**src/rtl/ubm_cfg.svh**
```systemverilog
/*
 ubm_cfg.svh: register indices, field positions, codes and host map
 of the user break matcher. Assumes nothing; definitions only.
*/
`ifndef UBM_CFG_SVH
`define UBM_CFG_SVH
`define UBM_IX_ADDR_A 4'h0
`define UBM_IX_ADDR_B 4'h1
`define UBM_IX_AMSK_A 4'h2
`define UBM_IX_AMSK_B 4'h3
`define UBM_IX_DATA_B 4'h4
`define UBM_IX_DMSK_B 4'h5
`define UBM_IX_CC_A 4'h6
`define UBM_IX_CC_B 4'h7
`define UBM_IX_CTRL 4'h8
`define UBM_CC_BUS 1:0
`define UBM_CC_FD 3:2
`define UBM_CC_RW 5:4
`define UBM_CC_SZ 7:6
`define UBM_CC_DAT 8
`define UBM_CC_XY 9
`define UBM_CC_MSK_A 16'h00ff
`define UBM_CC_MSK_B 16'h03ff
`define UBM_GRP_OFF 2'h0
`define UBM_BC_AFT_A 0
`define UBM_BC_AFT_B 1
`define UBM_BC_FLG 7:4
`define UBM_SZ_NONE 2'h0
`define UBM_SZ_LONG 2'h3
`define UBM_SZ_WORD 2'h2
`define UBM_IGN_LONG 32'h0000_0003
`define UBM_IGN_WORD 32'h0000_0001
`define UBM_IGN_BYTE 32'h0000_0000
`define UBM_ALIGN_L 32'hffff_fffc
`define UBM_ZERO32 32'h0000_0000
`define UBM_HA_ARGA 12'h000
`define UBM_HA_ARGD 12'h004
`define UBM_HA_CYC 12'h008
`define UBM_HA_DEVW 12'h00c
`define UBM_HA_DEVR 12'h010
`define UBM_HA_CPU 12'h014
`define UBM_HA_STAT 12'h018
`define UBM_CY_SZ 1:0
`define UBM_CY_SRC 4:2
`define UBM_CY_WR 5
`define UBM_CY_LOC 6
`define UBM_CY_FET 7
`define UBM_CY_CONF 8
`define UBM_CY_DSL 9
`define UBM_CY_DBR 10
`define UBM_CY_PREFETCH_INSTRUCTION 11
`define UBM_CY_DSPW 12
`define UBM_CY_XY 13
`define UBM_CPU_BLK 0
`define UBM_CPU_ACK 1
`endif

```
**src/rtl/ubm_pkg.sv**
```systemverilog
/*
 ubm_pkg: types shared by both ends of the user break matcher.
 Assumes ubm_cfg.svh for the numeric constants.
*/
package ubm_pkg;
  typedef struct packed {
    logic [31:0] addr;
    logic [31:0] data;
    logic [1:0] size;
    logic write;
    logic fetch;
    logic conf;
    logic dslot;
    logic dbr;
    logic prefetch_instruction;
    logic dspw;
    logic xy;
  } ubm_cyc_t;
  typedef enum logic [1:0] {
    UBM_K_BEFORE = 2'b00,
    UBM_K_BEF_BR = 2'b01,
    UBM_K_AFTER = 2'b10,
    UBM_K_TARGET = 2'b11
  } ubm_kind_t;
  typedef enum logic [2:0] {
    UBM_SRC_UNC_DATA = 3'b000,
    UBM_SRC_UNC_FETCH = 3'b001,
    UBM_SRC_FILL_FETCH = 3'b010,
    UBM_SRC_FILL_DATA = 3'b011,
    UBM_SRC_WBACK = 3'b100,
    UBM_SRC_WT_MISS = 3'b101,
    UBM_SRC_DMA = 3'b110
  } ubm_src_t;
  typedef enum logic [1:0] {
    UBM_S_IDLE = 2'b00,
    UBM_S_WAIT = 2'b01,
    UBM_S_RESP = 2'b10
  } ubm_apb_st_t;
endpackage
```
**src/rtl/ubm_if.sv**
```systemverilog
/*
 ubm_if: link between the break matcher and the cpu/bus side.
 Assumes both ends share one clock; all signals are synchronous.
*/
`timescale 1ns/1ps
interface ubm_if;
  import ubm_pkg::*;
  logic reg_wr;
  logic reg_rd;
  logic [3:0] reg_idx;
  logic [31:0] reg_wdata;
  logic [31:0] reg_rdata;
  logic reg_rvalid;
  logic lb_valid;
  ubm_cyc_t lb;
  logic ib_valid;
  ubm_cyc_t ib;
  logic brk_req;
  ubm_kind_t brk_kind;
  logic brk_ack;
  modport dev (
    input reg_wr, reg_rd, reg_idx, reg_wdata, lb_valid, lb,
    input ib_valid, ib, brk_ack,
    output reg_rdata, reg_rvalid, brk_req, brk_kind
  );
  modport cpu (
    output reg_wr, reg_rd, reg_idx, reg_wdata, lb_valid, lb,
    output ib_valid, ib, brk_ack,
    input reg_rdata, reg_rvalid, brk_req, brk_kind
  );
endinterface

```
**src/rtl/ubm_chan_cmp.sv**
```systemverilog
/*
 ubm_chan_cmp: one channel compared against one bus, combinational.
 Assumes registers are stable and the cycle is valid with i_valid.
*/
`timescale 1ns/1ps
`include "ubm_cfg.svh"
module ubm_chan_cmp
  import ubm_pkg::*;
#(
  parameter bit HAS_DATA = 1'b0,
  parameter bit LOCAL = 1'b1
) (
  input wire logic [15:0] i_cc, // cycle condition
  input wire logic [31:0] i_addr, // break address
  input wire logic [31:0] i_amask, // address mask, 1 ignores
  input wire logic [31:0] i_data, // break data
  input wire logic [31:0] i_dmask, // data mask, 1 ignores
  input wire logic i_valid, // bus cycle present
  input wire ubm_cyc_t i_cyc, // bus cycle
  output logic o_hit // all conditions met
);
  function automatic logic [31:0] ign_of(input logic [1:0] sz);
    case (sz)
      `UBM_SZ_LONG: ign_of = `UBM_IGN_LONG;
      `UBM_SZ_WORD: ign_of = `UBM_IGN_WORD;
      default: ign_of = `UBM_IGN_BYTE;
    endcase
  endfunction

  function automatic logic dat_eq(input ubm_cyc_t c,
                                  input logic [31:0] d,
                                  input logic [31:0] m);
    logic [31:0] x;
    x = (c.data ^ d) & ~m;
    if (c.dspw) begin
      dat_eq = (x[31:16] == 16'h0000);
    end else if (c.size == `UBM_SZ_LONG) begin
      dat_eq = (x == `UBM_ZERO32);
    end else begin
      dat_eq = (x[15:0] == 16'h0000);
    end
  endfunction

  logic [1:0] bsel, fsel, wsel, csz;
  logic grp_on, bus_ok, fd_ok, rw_ok, sz_ok, adr_ok;
  logic lsb_ok, exe_ok, use_dat, dat_ok, xy_ok;
  assign bsel = i_cc[`UBM_CC_BUS];
  assign fsel = i_cc[`UBM_CC_FD];
  assign wsel = i_cc[`UBM_CC_RW];
  assign csz = i_cc[`UBM_CC_SZ];
  assign grp_on = (bsel != `UBM_GRP_OFF) && (fsel != `UBM_GRP_OFF)
                  && (wsel != `UBM_GRP_OFF);
  assign bus_ok = LOCAL ? bsel[0] : bsel[1];
  assign fd_ok = i_cyc.fetch ? fsel[0] : fsel[1];
  assign rw_ok = i_cyc.write ? wsel[1] : wsel[0];
  assign sz_ok = (csz == `UBM_SZ_NONE) || (csz == i_cyc.size);
  // masked address, low bits dropped per access size
  assign adr_ok = ((i_cyc.addr ^ i_addr)
                   & ~(i_amask | ign_of(i_cyc.size)))
                  == `UBM_ZERO32;
  assign lsb_ok = !(i_cyc.fetch && i_addr[0]);
  // overrun fetches on the local bus never break
  assign exe_ok = !(LOCAL && i_cyc.fetch && !i_cyc.conf);
  assign use_dat = HAS_DATA && i_cc[`UBM_CC_DAT] && !i_cyc.fetch;
  assign dat_ok = !use_dat || ((csz != `UBM_SZ_NONE) && !i_cyc.prefetch_instruction
                  && dat_eq(i_cyc, i_data, i_dmask));
  assign xy_ok = LOCAL ? (i_cc[`UBM_CC_XY] == i_cyc.xy)
                       : !i_cc[`UBM_CC_XY];
  assign o_hit = i_valid && grp_on && bus_ok && fd_ok && rw_ok
                 && sz_ok && adr_ok && lsb_ok && exe_ok && dat_ok
                 && xy_ok;
endmodule // ubm_chan_cmp

```
**src/rtl/ubm_matcher_dev.sv**
```systemverilog
/*
 ubm_matcher_dev: two-channel user break matcher, device end.
 Holds the break registers, watches the local and internal bus,
 raises one break request and sticky match flags.
 Assumes the cpu end drives bus cycles and break acceptance.
*/
`timescale 1ns/1ps
`include "ubm_cfg.svh"
module ubm_matcher_dev
  import ubm_pkg::*;
(
  input wire logic i_clk_sys, // system clock
  input wire logic i_resetn, // sync reset, active low
  ubm_if.dev bus, // cpu/bus side link
  output logic o_break_pending, // break request outstanding
  output logic [3:0] o_match_flags // lm_a lm_b im_a im_b
);
  typedef struct packed {
    logic [31:0] addr_a;
    logic [31:0] addr_b;
    logic [31:0] amsk_a;
    logic [31:0] amsk_b;
    logic [31:0] data_b;
    logic [31:0] dmsk_b;
    logic [15:0] cc_a;
    logic [15:0] cc_b;
    logic aft_a;
    logic aft_b;
    logic [3:0] flg;
    logic req;
    ubm_kind_t kind;
    logic [31:0] rdata;
    logic rvalid;
    logic pend;
    logic [3:0] flg_out;
  } ubm_dev_st_t;

  ubm_dev_st_t r, n;
  logic [3:0] hit;
  logic [31:0] baddr [2];
  logic [31:0] bamsk [2];
  logic [15:0] bcc [2];

  assign baddr[0] = r.addr_a;
  assign baddr[1] = r.addr_b;
  assign bamsk[0] = r.amsk_a;
  assign bamsk[1] = r.amsk_b;
  assign bcc[0] = r.cc_a;
  assign bcc[1] = r.cc_b;

  // hit index: {bus, channel}; bus 0 local, 1 internal
  for (genvar bs = 0; bs < 2; bs++) begin : g_bus
    for (genvar ch = 0; ch < 2; ch++) begin : g_ch
      ubm_chan_cmp #(
        .HAS_DATA(ch == 1),
        .LOCAL(bs == 0)
      ) u_cmp (
        .i_cc(bcc[ch]),
        .i_addr(baddr[ch]),
        .i_amask(bamsk[ch]),
        .i_data(r.data_b),
        .i_dmask(r.dmsk_b),
        .i_valid(bs == 0 ? bus.lb_valid : bus.ib_valid),
        .i_cyc(bs == 0 ? bus.lb : bus.ib),
        .o_hit(hit[bs*2+ch])
      );
    end
  end

  // break timing for a local-bus match
  function automatic ubm_kind_t kind_of(input logic aft,
                                        input ubm_cyc_t c);
    if (!c.fetch) begin
      kind_of = UBM_K_AFTER;
    end else if (aft) begin
      // branch and its slot both run; stop at the target
      kind_of = (c.dbr || c.dslot) ? UBM_K_TARGET
                                   : UBM_K_AFTER;
    end else begin
      // cpu drops dslot on an untaken conditional branch
      kind_of = c.dslot ? UBM_K_BEF_BR : UBM_K_BEFORE;
    end
  endfunction

  function automatic logic [31:0] rd_mux(input ubm_dev_st_t s,
                                          input logic [3:0] ix);
    case (ix)
      `UBM_IX_ADDR_A: rd_mux = s.addr_a;
      `UBM_IX_ADDR_B: rd_mux = s.addr_b;
      `UBM_IX_AMSK_A: rd_mux = s.amsk_a;
      `UBM_IX_AMSK_B: rd_mux = s.amsk_b;
      `UBM_IX_DATA_B: rd_mux = s.data_b;
      `UBM_IX_DMSK_B: rd_mux = s.dmsk_b;
      `UBM_IX_CC_A: rd_mux = {16'h0000, s.cc_a};
      `UBM_IX_CC_B: rd_mux = {16'h0000, s.cc_b};
      `UBM_IX_CTRL: begin
        rd_mux = `UBM_ZERO32;
        rd_mux[`UBM_BC_AFT_A] = s.aft_a;
        rd_mux[`UBM_BC_AFT_B] = s.aft_b;
        rd_mux[`UBM_BC_FLG] = s.flg;
      end
      default: rd_mux = `UBM_ZERO32;
    endcase
  endfunction

  always_comb begin
    n = r;
    n.rvalid = 1'b0;
    if (bus.brk_ack) begin
      n.req = 1'b0;
    end
    if (bus.reg_wr) begin
      case (bus.reg_idx)
        `UBM_IX_ADDR_A: n.addr_a = bus.reg_wdata;
        `UBM_IX_ADDR_B: n.addr_b = bus.reg_wdata;
        `UBM_IX_AMSK_A: n.amsk_a = bus.reg_wdata;
        `UBM_IX_AMSK_B: n.amsk_b = bus.reg_wdata;
        `UBM_IX_DATA_B: n.data_b = bus.reg_wdata;
        `UBM_IX_DMSK_B: n.dmsk_b = bus.reg_wdata;
        // channel armed as soon as this lands
        `UBM_IX_CC_A: begin
          n.cc_a = bus.reg_wdata[15:0] & `UBM_CC_MSK_A;
        end
        `UBM_IX_CC_B: begin
          n.cc_b = bus.reg_wdata[15:0] & `UBM_CC_MSK_B;
        end
        `UBM_IX_CTRL: begin
          n.aft_a = bus.reg_wdata[`UBM_BC_AFT_A];
          n.aft_b = bus.reg_wdata[`UBM_BC_AFT_B];
          // writing 1 keeps a flag, writing 0 clears it
          n.flg = r.flg & bus.reg_wdata[`UBM_BC_FLG];
        end
        default: n.flg = n.flg;
      endcase
    end
    if (bus.reg_rd) begin
      n.rvalid = 1'b1;
      n.rdata = rd_mux(r, bus.reg_idx);
    end
    // set after clear: a match in the clearing cycle survives
    n.flg = n.flg | hit;
    // a pending request absorbs further matches
    if ((hit != 4'h0) && !n.req) begin
      n.req = 1'b1;
      if (hit[0]) begin
        n.kind = kind_of(r.aft_a, bus.lb);
      end else if (hit[1]) begin
        n.kind = kind_of(r.aft_b, bus.lb);
      end else begin
        // internal bus cannot pin the instruction down
        n.kind = UBM_K_AFTER;
      end
    end
    n.pend = n.req;
    n.flg_out = n.flg;
  end

  always_ff @(posedge i_clk_sys) begin
    if (!i_resetn) begin
      r <= '0;
    end else begin
      r <= n;
    end
  end

  assign bus.reg_rdata = r.rdata;
  assign bus.reg_rvalid = r.rvalid;
  assign bus.brk_req = r.req;
  assign bus.brk_kind = r.kind;
  assign o_break_pending = r.pend;
  assign o_match_flags = r.flg_out;
endmodule // ubm_matcher_dev

```
**src/flat_wrapper.sv**
```systemverilog
// flat-port wrapper written by rule: the top's interface ports become plain ports
module ubm_matcher_dev_flat import ubm_pkg::*;
  (i_clk_sys, i_resetn, o_break_pending, o_match_flags, bus_reg_wr, bus_reg_rd, bus_reg_idx, bus_reg_wdata, bus_lb_valid, bus_lb, bus_ib_valid, bus_ib, bus_brk_ack, bus_reg_rdata, bus_reg_rvalid, bus_brk_req, bus_brk_kind);
  ubm_if bus_i ();
  input wire logic i_clk_sys;
  input wire logic i_resetn;
  output logic o_break_pending;
  output logic [3:0] o_match_flags;
  input wire logic [$bits(bus_i.reg_wr)-1:0] bus_reg_wr;
  input wire logic [$bits(bus_i.reg_rd)-1:0] bus_reg_rd;
  input wire logic [$bits(bus_i.reg_idx)-1:0] bus_reg_idx;
  input wire logic [$bits(bus_i.reg_wdata)-1:0] bus_reg_wdata;
  input wire logic [$bits(bus_i.lb_valid)-1:0] bus_lb_valid;
  input wire logic [$bits(bus_i.lb)-1:0] bus_lb;
  input wire logic [$bits(bus_i.ib_valid)-1:0] bus_ib_valid;
  input wire logic [$bits(bus_i.ib)-1:0] bus_ib;
  input wire logic [$bits(bus_i.brk_ack)-1:0] bus_brk_ack;
  output wire logic [$bits(bus_i.reg_rdata)-1:0] bus_reg_rdata;
  output wire logic [$bits(bus_i.reg_rvalid)-1:0] bus_reg_rvalid;
  output wire logic [$bits(bus_i.brk_req)-1:0] bus_brk_req;
  output wire logic [$bits(bus_i.brk_kind)-1:0] bus_brk_kind;
  assign bus_i.reg_wr = bus_reg_wr;
  assign bus_i.reg_rd = bus_reg_rd;
  assign bus_i.reg_idx = bus_reg_idx;
  assign bus_i.reg_wdata = bus_reg_wdata;
  assign bus_i.lb_valid = bus_lb_valid;
  assign bus_i.lb = bus_lb;
  assign bus_i.ib_valid = bus_ib_valid;
  assign bus_i.ib = bus_ib;
  assign bus_i.brk_ack = bus_brk_ack;
  assign bus_reg_rdata = bus_i.reg_rdata;
  assign bus_reg_rvalid = bus_i.reg_rvalid;
  assign bus_brk_req = bus_i.brk_req;
  assign bus_brk_kind = bus_i.brk_kind;
  ubm_matcher_dev u_core (.i_clk_sys(i_clk_sys), .i_resetn(i_resetn), .bus(bus_i), .o_break_pending(o_break_pending), .o_match_flags(o_match_flags));
endmodule
```
**config.mk**
```make
export PLATFORM = sky130hd
export DESIGN_NAME = ubm_matcher_dev_flat
export DESIGN_NICKNAME = d
export VERILOG_FILES = /design/src/rtl/ubm_pkg.sv /design/src/rtl/ubm_if.sv /design/src/rtl/ubm_chan_cmp.sv /design/src/rtl/ubm_matcher_dev.sv /design/src/flat_wrapper.sv
export VERILOG_INCLUDE_DIRS = /design/src /design/src/rtl
export SDC_FILE = /design/constraint.sdc
export NUM_CORES = 1
export LEC_CHECK = 0
export BUFFER_PORTS_ARGS = -buffer_cell sky130_fd_sc_hd__buf_4
export CAP_MARGIN = 30
export CORE_MARGIN = 8
export CORE_UTILIZATION = 50
export CTS_BUF_LIST = sky130_fd_sc_hd__clkbuf_8 sky130_fd_sc_hd__clkbuf_16
export CTS_CLUSTER_DIAMETER = 60
export DETAILED_ROUTE_END_ITERATION = 16
export HOLD_SLACK_MARGIN = 0.05
export PLACE_DENSITY = 0.75
export SLEW_MARGIN = 5
export SYNTH_ARGS = -nofsm -noshare
export SYNTH_HDL_FRONTEND = slang
export SYNTH_SLANG_ARGS = --single-unit
```
**constraint.sdc**
```tcl
create_clock -name i_clk_sys -period 1.8 [get_ports i_clk_sys]
set_input_delay 0.36 -clock i_clk_sys [delete_from_list [all_inputs] [get_ports i_clk_sys]]
set_output_delay 0.36 -clock i_clk_sys [all_outputs]
set_load 0.01 [all_outputs]
```
==> results.md <==
| Result | This run | Unit |
|:---|:---|:---|
| Number of hold violations in the final report | 0 | - |
| Final number of max-transition violations | 0 | - |
| Height of the chip | 182.3 | µm |
| Initial antenna violation count | 0 | - |
| Critical Path AT | 2770 | ps |
| Buffers added on ports | 227 | - |
| Share of synthesized area occupied by flip-flops and latches | 36.50 | % |
| Max stage delay cell, worst path | sky130_fd_sc_hd__or3b_4 | - |
| Fin nets | 2409 | - |
| Largest cells by area after synthesis | sky130_fd_sc_hd__dfxtp_1 37%, sky130_fd_sc_hd__xnor2_1 12%, sky130_fd_sc_hd__nand2_1 12% | - |
| Via count of the first global-routing pass | 15730 | - |
| CP endpoint kind | flip-flop | - |
| Startpoint types | flip-flop | - |
| Most instantiated flip-flop cell in the synthesis netlist | sky130_fd_sc_hd__dfxtp_1 | - |
| GP Congestion | 1.031 | - |
| Full die area | 33220 | µm² |
| Min-Delay Path Depth | 3 | - |
| CP max stage delay | 470 | ps |
| Endpoint required time on the critical path | 2250 | ps |
| Max capacitance violation total | 0 | - |
| Multi-input logic area | 8626 | µm² |
| Worst-path maximum fanout | 3 | - |
| Growth of design area from synthesis to finish | 48.39 | % |
| CTS H-Tree Depth | 2 | - |
| Chip width | 182.3 | µm |
| Largest net degree at the start of global routing | 56 | - |
| Endpoints failing setup | 7 | - |
| Total length of routed wires | 68.37 | mm |
| Mapped Cells | 1688 | - |
| Grt peak-use layer | met2 | - |
| Class of the most critical hold timing path | in2reg | - |
| Placed Instance Area | 18570 | µm² |
| Worst-skew pair later-pin latency | 520 | ps |
| Area of the core region | 27480 | µm² |
| Layout fillers | 2109 | - |
| Clock tree from TritonCTS | built | - |
| Global routing usage on met1 | 47.66 | % |
| Worst slew margin relative to its limit | 57.38 | % |
| Total nets after synthesis | 1879 | - |
| Synth area leader | sky130_fd_sc_hd__dfxtp_1 | - |
| Cells on worst reg2reg path | 8 | - |
| First-pass detailed-route iteration total | 14 | - |
| Post-route ant nets | 0 | - |
| Number of synthesized register bits | 252 | - |
| Clock edge transition at the registers on the reported setup and hold paths | 60 | ps |
| Netlist area before placement | 13820 | µm² |
| Cell with the most instances after synthesis | sky130_fd_sc_hd__nand2_1 | - |
| Overall Global Routing Usage | 39.31 | % |
| Final Worst Setup Slack | -529.5 | ps |
| Worst Max-Slew Pin Slew | 639.2 | ps |
| Drt initial violations | 2491 | - |
| Portion of the clock cycle consumed by the worst path in the final layout | 129.4 | % |
| Root cell of the clock tree | sky130_fd_sc_hd__clkbuf_16 | - |
| # IOs | 232 | - |
| Number of enable-type register cells in the synthesized netlist | 0 | - |
| Post-route cell area | 20510 | µm² |
| Time the final worst path needs with I/O delays and setup | 2330 | ps |
| Number of cell rows | 61 | - |
| Setup repair after global routing missed its margin | yes | - |
| Yosys cell types | 53 | - |
| Remaining global-route overflow | 0 | - |
| Leading post-synthesis cells by instance count | 424 x sky130_fd_sc_hd__nand2_1, 252 x sky130_fd_sc_hd__dfxtp_1, 193 x sky130_fd_sc_hd__xnor2_1, 187 x sky130_fd_sc_hd__a21boi_0, 85 x sky130_fd_sc_hd__o22ai_1 | - |
| Run status | finished with violations | - |
| Share of the synthesized area in the top cell type | 36.50 | % |
| Via count | 16140 | - |
| Crit path kind | reg2reg | - |
| CTS Sinks | 252 | - |
| Antenna diodes | 0 | - |
| Initial Utilization | 50.30 | % |
| Mean routed wirelength per cell | 26.42 | µm |
| Maximum buffer depth of the clock tree | 3 | - |
| Post-detailed-route DRC marker count | 0 | - |
| HPWL Detailed | 51.28 | mm |
| Total negative slack for setup checks | -2444 | ps |
| Sequential cell area | 5101 | µm² |
| Power density cells | 736.7 | nW/µm² |
| Post-Syn Area per Cell | 8.188 | µm² |
| IR Drop Worst-Case VDD | 0.0006909 | V |
| Met3 global-route usage | 8.590 | % |
| Number of buffers inserted during clock tree synthesis | 35 | - |
| Ordered list of cells on the worst path | xnor2_2, buf_4, o22ai_4, nor4_2, nand4_1, or3b_4, a31oi_1, mux2i_1 | - |
| Leakage | 7.938 | nW |
| Async SR Flop Fraction | 0 | % |
| Violations in the final reports | negative setup slack | - |
| Per-cell via count in the routed design | 6.236 | - |
| Ratio of cells with drive above 1 in the final layout | 37.02 | % |
| Wire length of the first global-routing pass | 99.04 | mm |
| Count of warnings emitted by yosys | 0 | - |
| Routing usage on met2 | 62.42 | % |
| Upper clock frequency limit | 429.3 | MHz |
| Final worst clock skew | 14.62 | ps |
==> worst paths after layout <==
path	end	startpoint	slack, ps
setup / recovery	u_core.bus.brk_kind[1]$_SDFFE_PN0P_	u_core.baddr[41]$_SDFFE_PN0P_	-530
hold / removal	u_core.bus.brk_kind[0]$_SDFFE_PN0P_	bus_lb[4]	130
setup reg to reg	u_core.bus.brk_kind[1]$_SDFFE_PN0P_	u_core.baddr[41]$_SDFFE_PN0P_	-530
hold reg to reg	u_core.bcc[1]$_SDFFE_PN0P_	u_core.bcc[1]$_SDFFE_PN0P_	500
==> flip-flops by register name, summed over array words and instances (netlist names) <==
| register | cells |
|---|---|
| u_core.baddr | 64 |
| u_core.bamsk | 64 |
| u_core.bcc | 18 |
| u_core.bus.brk_kind | 2 |
| u_core.bus.reg_rdata | 32 |
| u_core.bus.reg_rvalid | 1 |
| u_core.o_break_pending | 1 |
| u_core.o_match_flags | 4 |
| u_core.r | 66 |
==> metal layers <==
| metal | vias up | share of wire [%] |
|---|---|---|
| met5 | - | 0 |
| met4 | 0 | 7.8 |
| met3 | 312 | 12 |
| met2 | 1272 | 44 |
| met1 | 7593 | 36 |
| li1 | 6961 | - |
==> metrics by stage <==
| step | hold slack, ps | utilization [%] | worst slack [ps] | total power, mW | instances |
|---|---|---|---|---|---|
| after floorplan | 435.1 | - | -28.53 | 6.523 | 1688 |
| after global placement | 489.4 | 67.59 | -1199 | 7.640 | 2521 |
| after detailed placement | 499.6 | 67.59 | -1194 | 7.654 | 2521 |
| after CTS | 125.2 | 73.86 | -428.0 | 15.02 | 2585 |
| after global routing | 140.5 | 74.64 | -628.2 | 15.41 | 2588 |
| final | 131.8 | 74.64 | -529.5 | 15.11 | 2588 |
==> power by group <==
| part | switching [mW] | total [mW] | leakage [nW] | internal [mW] |
|---|---|---|---|---|
| Clock | 2.71 | 7.39 | 0.622 | 4.68 |
| Sequential | 0.0666 | 5.71 | 2.05 | 5.64 |
| Combinational | 1.05 | 2.01 | 5.26 | 0.965 |
==> cell families after synthesis <==
logic type	synth area share (%)
compound gates	26.02
mux	1.485
flops	36.50
xor+xnor	12.23
buf+inv	5.713
simple gates	18.05
==> repair_timing <==
item | 4_1_cts | 5_1_grt
resized for setup | 93 | 38
setup buffers | 5 | 4
pin swaps | 41 | 21
hold buffers | 0 | 0
endpoints found under the setup margin | 7 | 7
==> critical path, delay by kind of cell (launching register included) <==
kind	cells	cell delay, ps
muxes	1	200
AOI/OAI and AO/OA	2	290
DFF	1	370
and+or+nand+nor	3	1000
xor gates and xnor gates	1	200
buffers and inverters	1	190
==> cell type report <==
type                       instances  area share, %
tap                              346          2.111
clock inverter                    15         0.9395
timing repair buffer             644          24.79
clock buffer                      46          5.119
inverter                           6         0.1098
sequential                       252          24.87
multi-input combinational       1279          42.06
==> placed cells by master (no fill, tap or decap), types with 7 or more instances in the layout <==
master | Yosys | routed
sky130_fd_sc_hd__buf_4 | 44 | 622
sky130_fd_sc_hd__nand2_1 | 424 | 423
sky130_fd_sc_hd__dfxtp_1 | 252 | 215
sky130_fd_sc_hd__a21boi_0 | 187 | 185
sky130_fd_sc_hd__xnor2_1 | 193 | 163
sky130_fd_sc_hd__o22ai_1 | 85 | 71
sky130_fd_sc_hd__a222oi_1 | 46 | 46
sky130_fd_sc_hd__nor2b_1 | 39 | 38
sky130_fd_sc_hd__clkbuf_16 | 0 | 37
sky130_fd_sc_hd__o21a_1 | 36 | 36
sky130_fd_sc_hd__dfxtp_2 | 0 | 33
sky130_fd_sc_hd__a21boi_1 | 26 | 27
sky130_fd_sc_hd__xnor2_2 | 0 | 27
sky130_fd_sc_hd__a21oi_1 | 26 | 25
sky130_fd_sc_hd__nand3_1 | 25 | 24
sky130_fd_sc_hd__a22oi_1 | 22 | 22
sky130_fd_sc_hd__nor2_1 | 21 | 20
sky130_fd_sc_hd__buf_12 | 0 | 19
sky130_fd_sc_hd__o21ai_0 | 20 | 18
sky130_fd_sc_hd__mux2i_1 | 16 | 16
sky130_fd_sc_hd__a31oi_1 | 11 | 11
sky130_fd_sc_hd__inv_1 | 6 | 10
sky130_fd_sc_hd__o22ai_2 | 0 | 10
sky130_fd_sc_hd__clkbuf_8 | 0 | 9
sky130_fd_sc_hd__nor3_1 | 11 | 8
sky130_fd_sc_hd__nor4_2 | 1 | 8
sky130_fd_sc_hd__nor4_4 | 1 | 7
sky130_fd_sc_hd__nor4_1 | 20 | 7
Power figures use the tool's default switching activity.
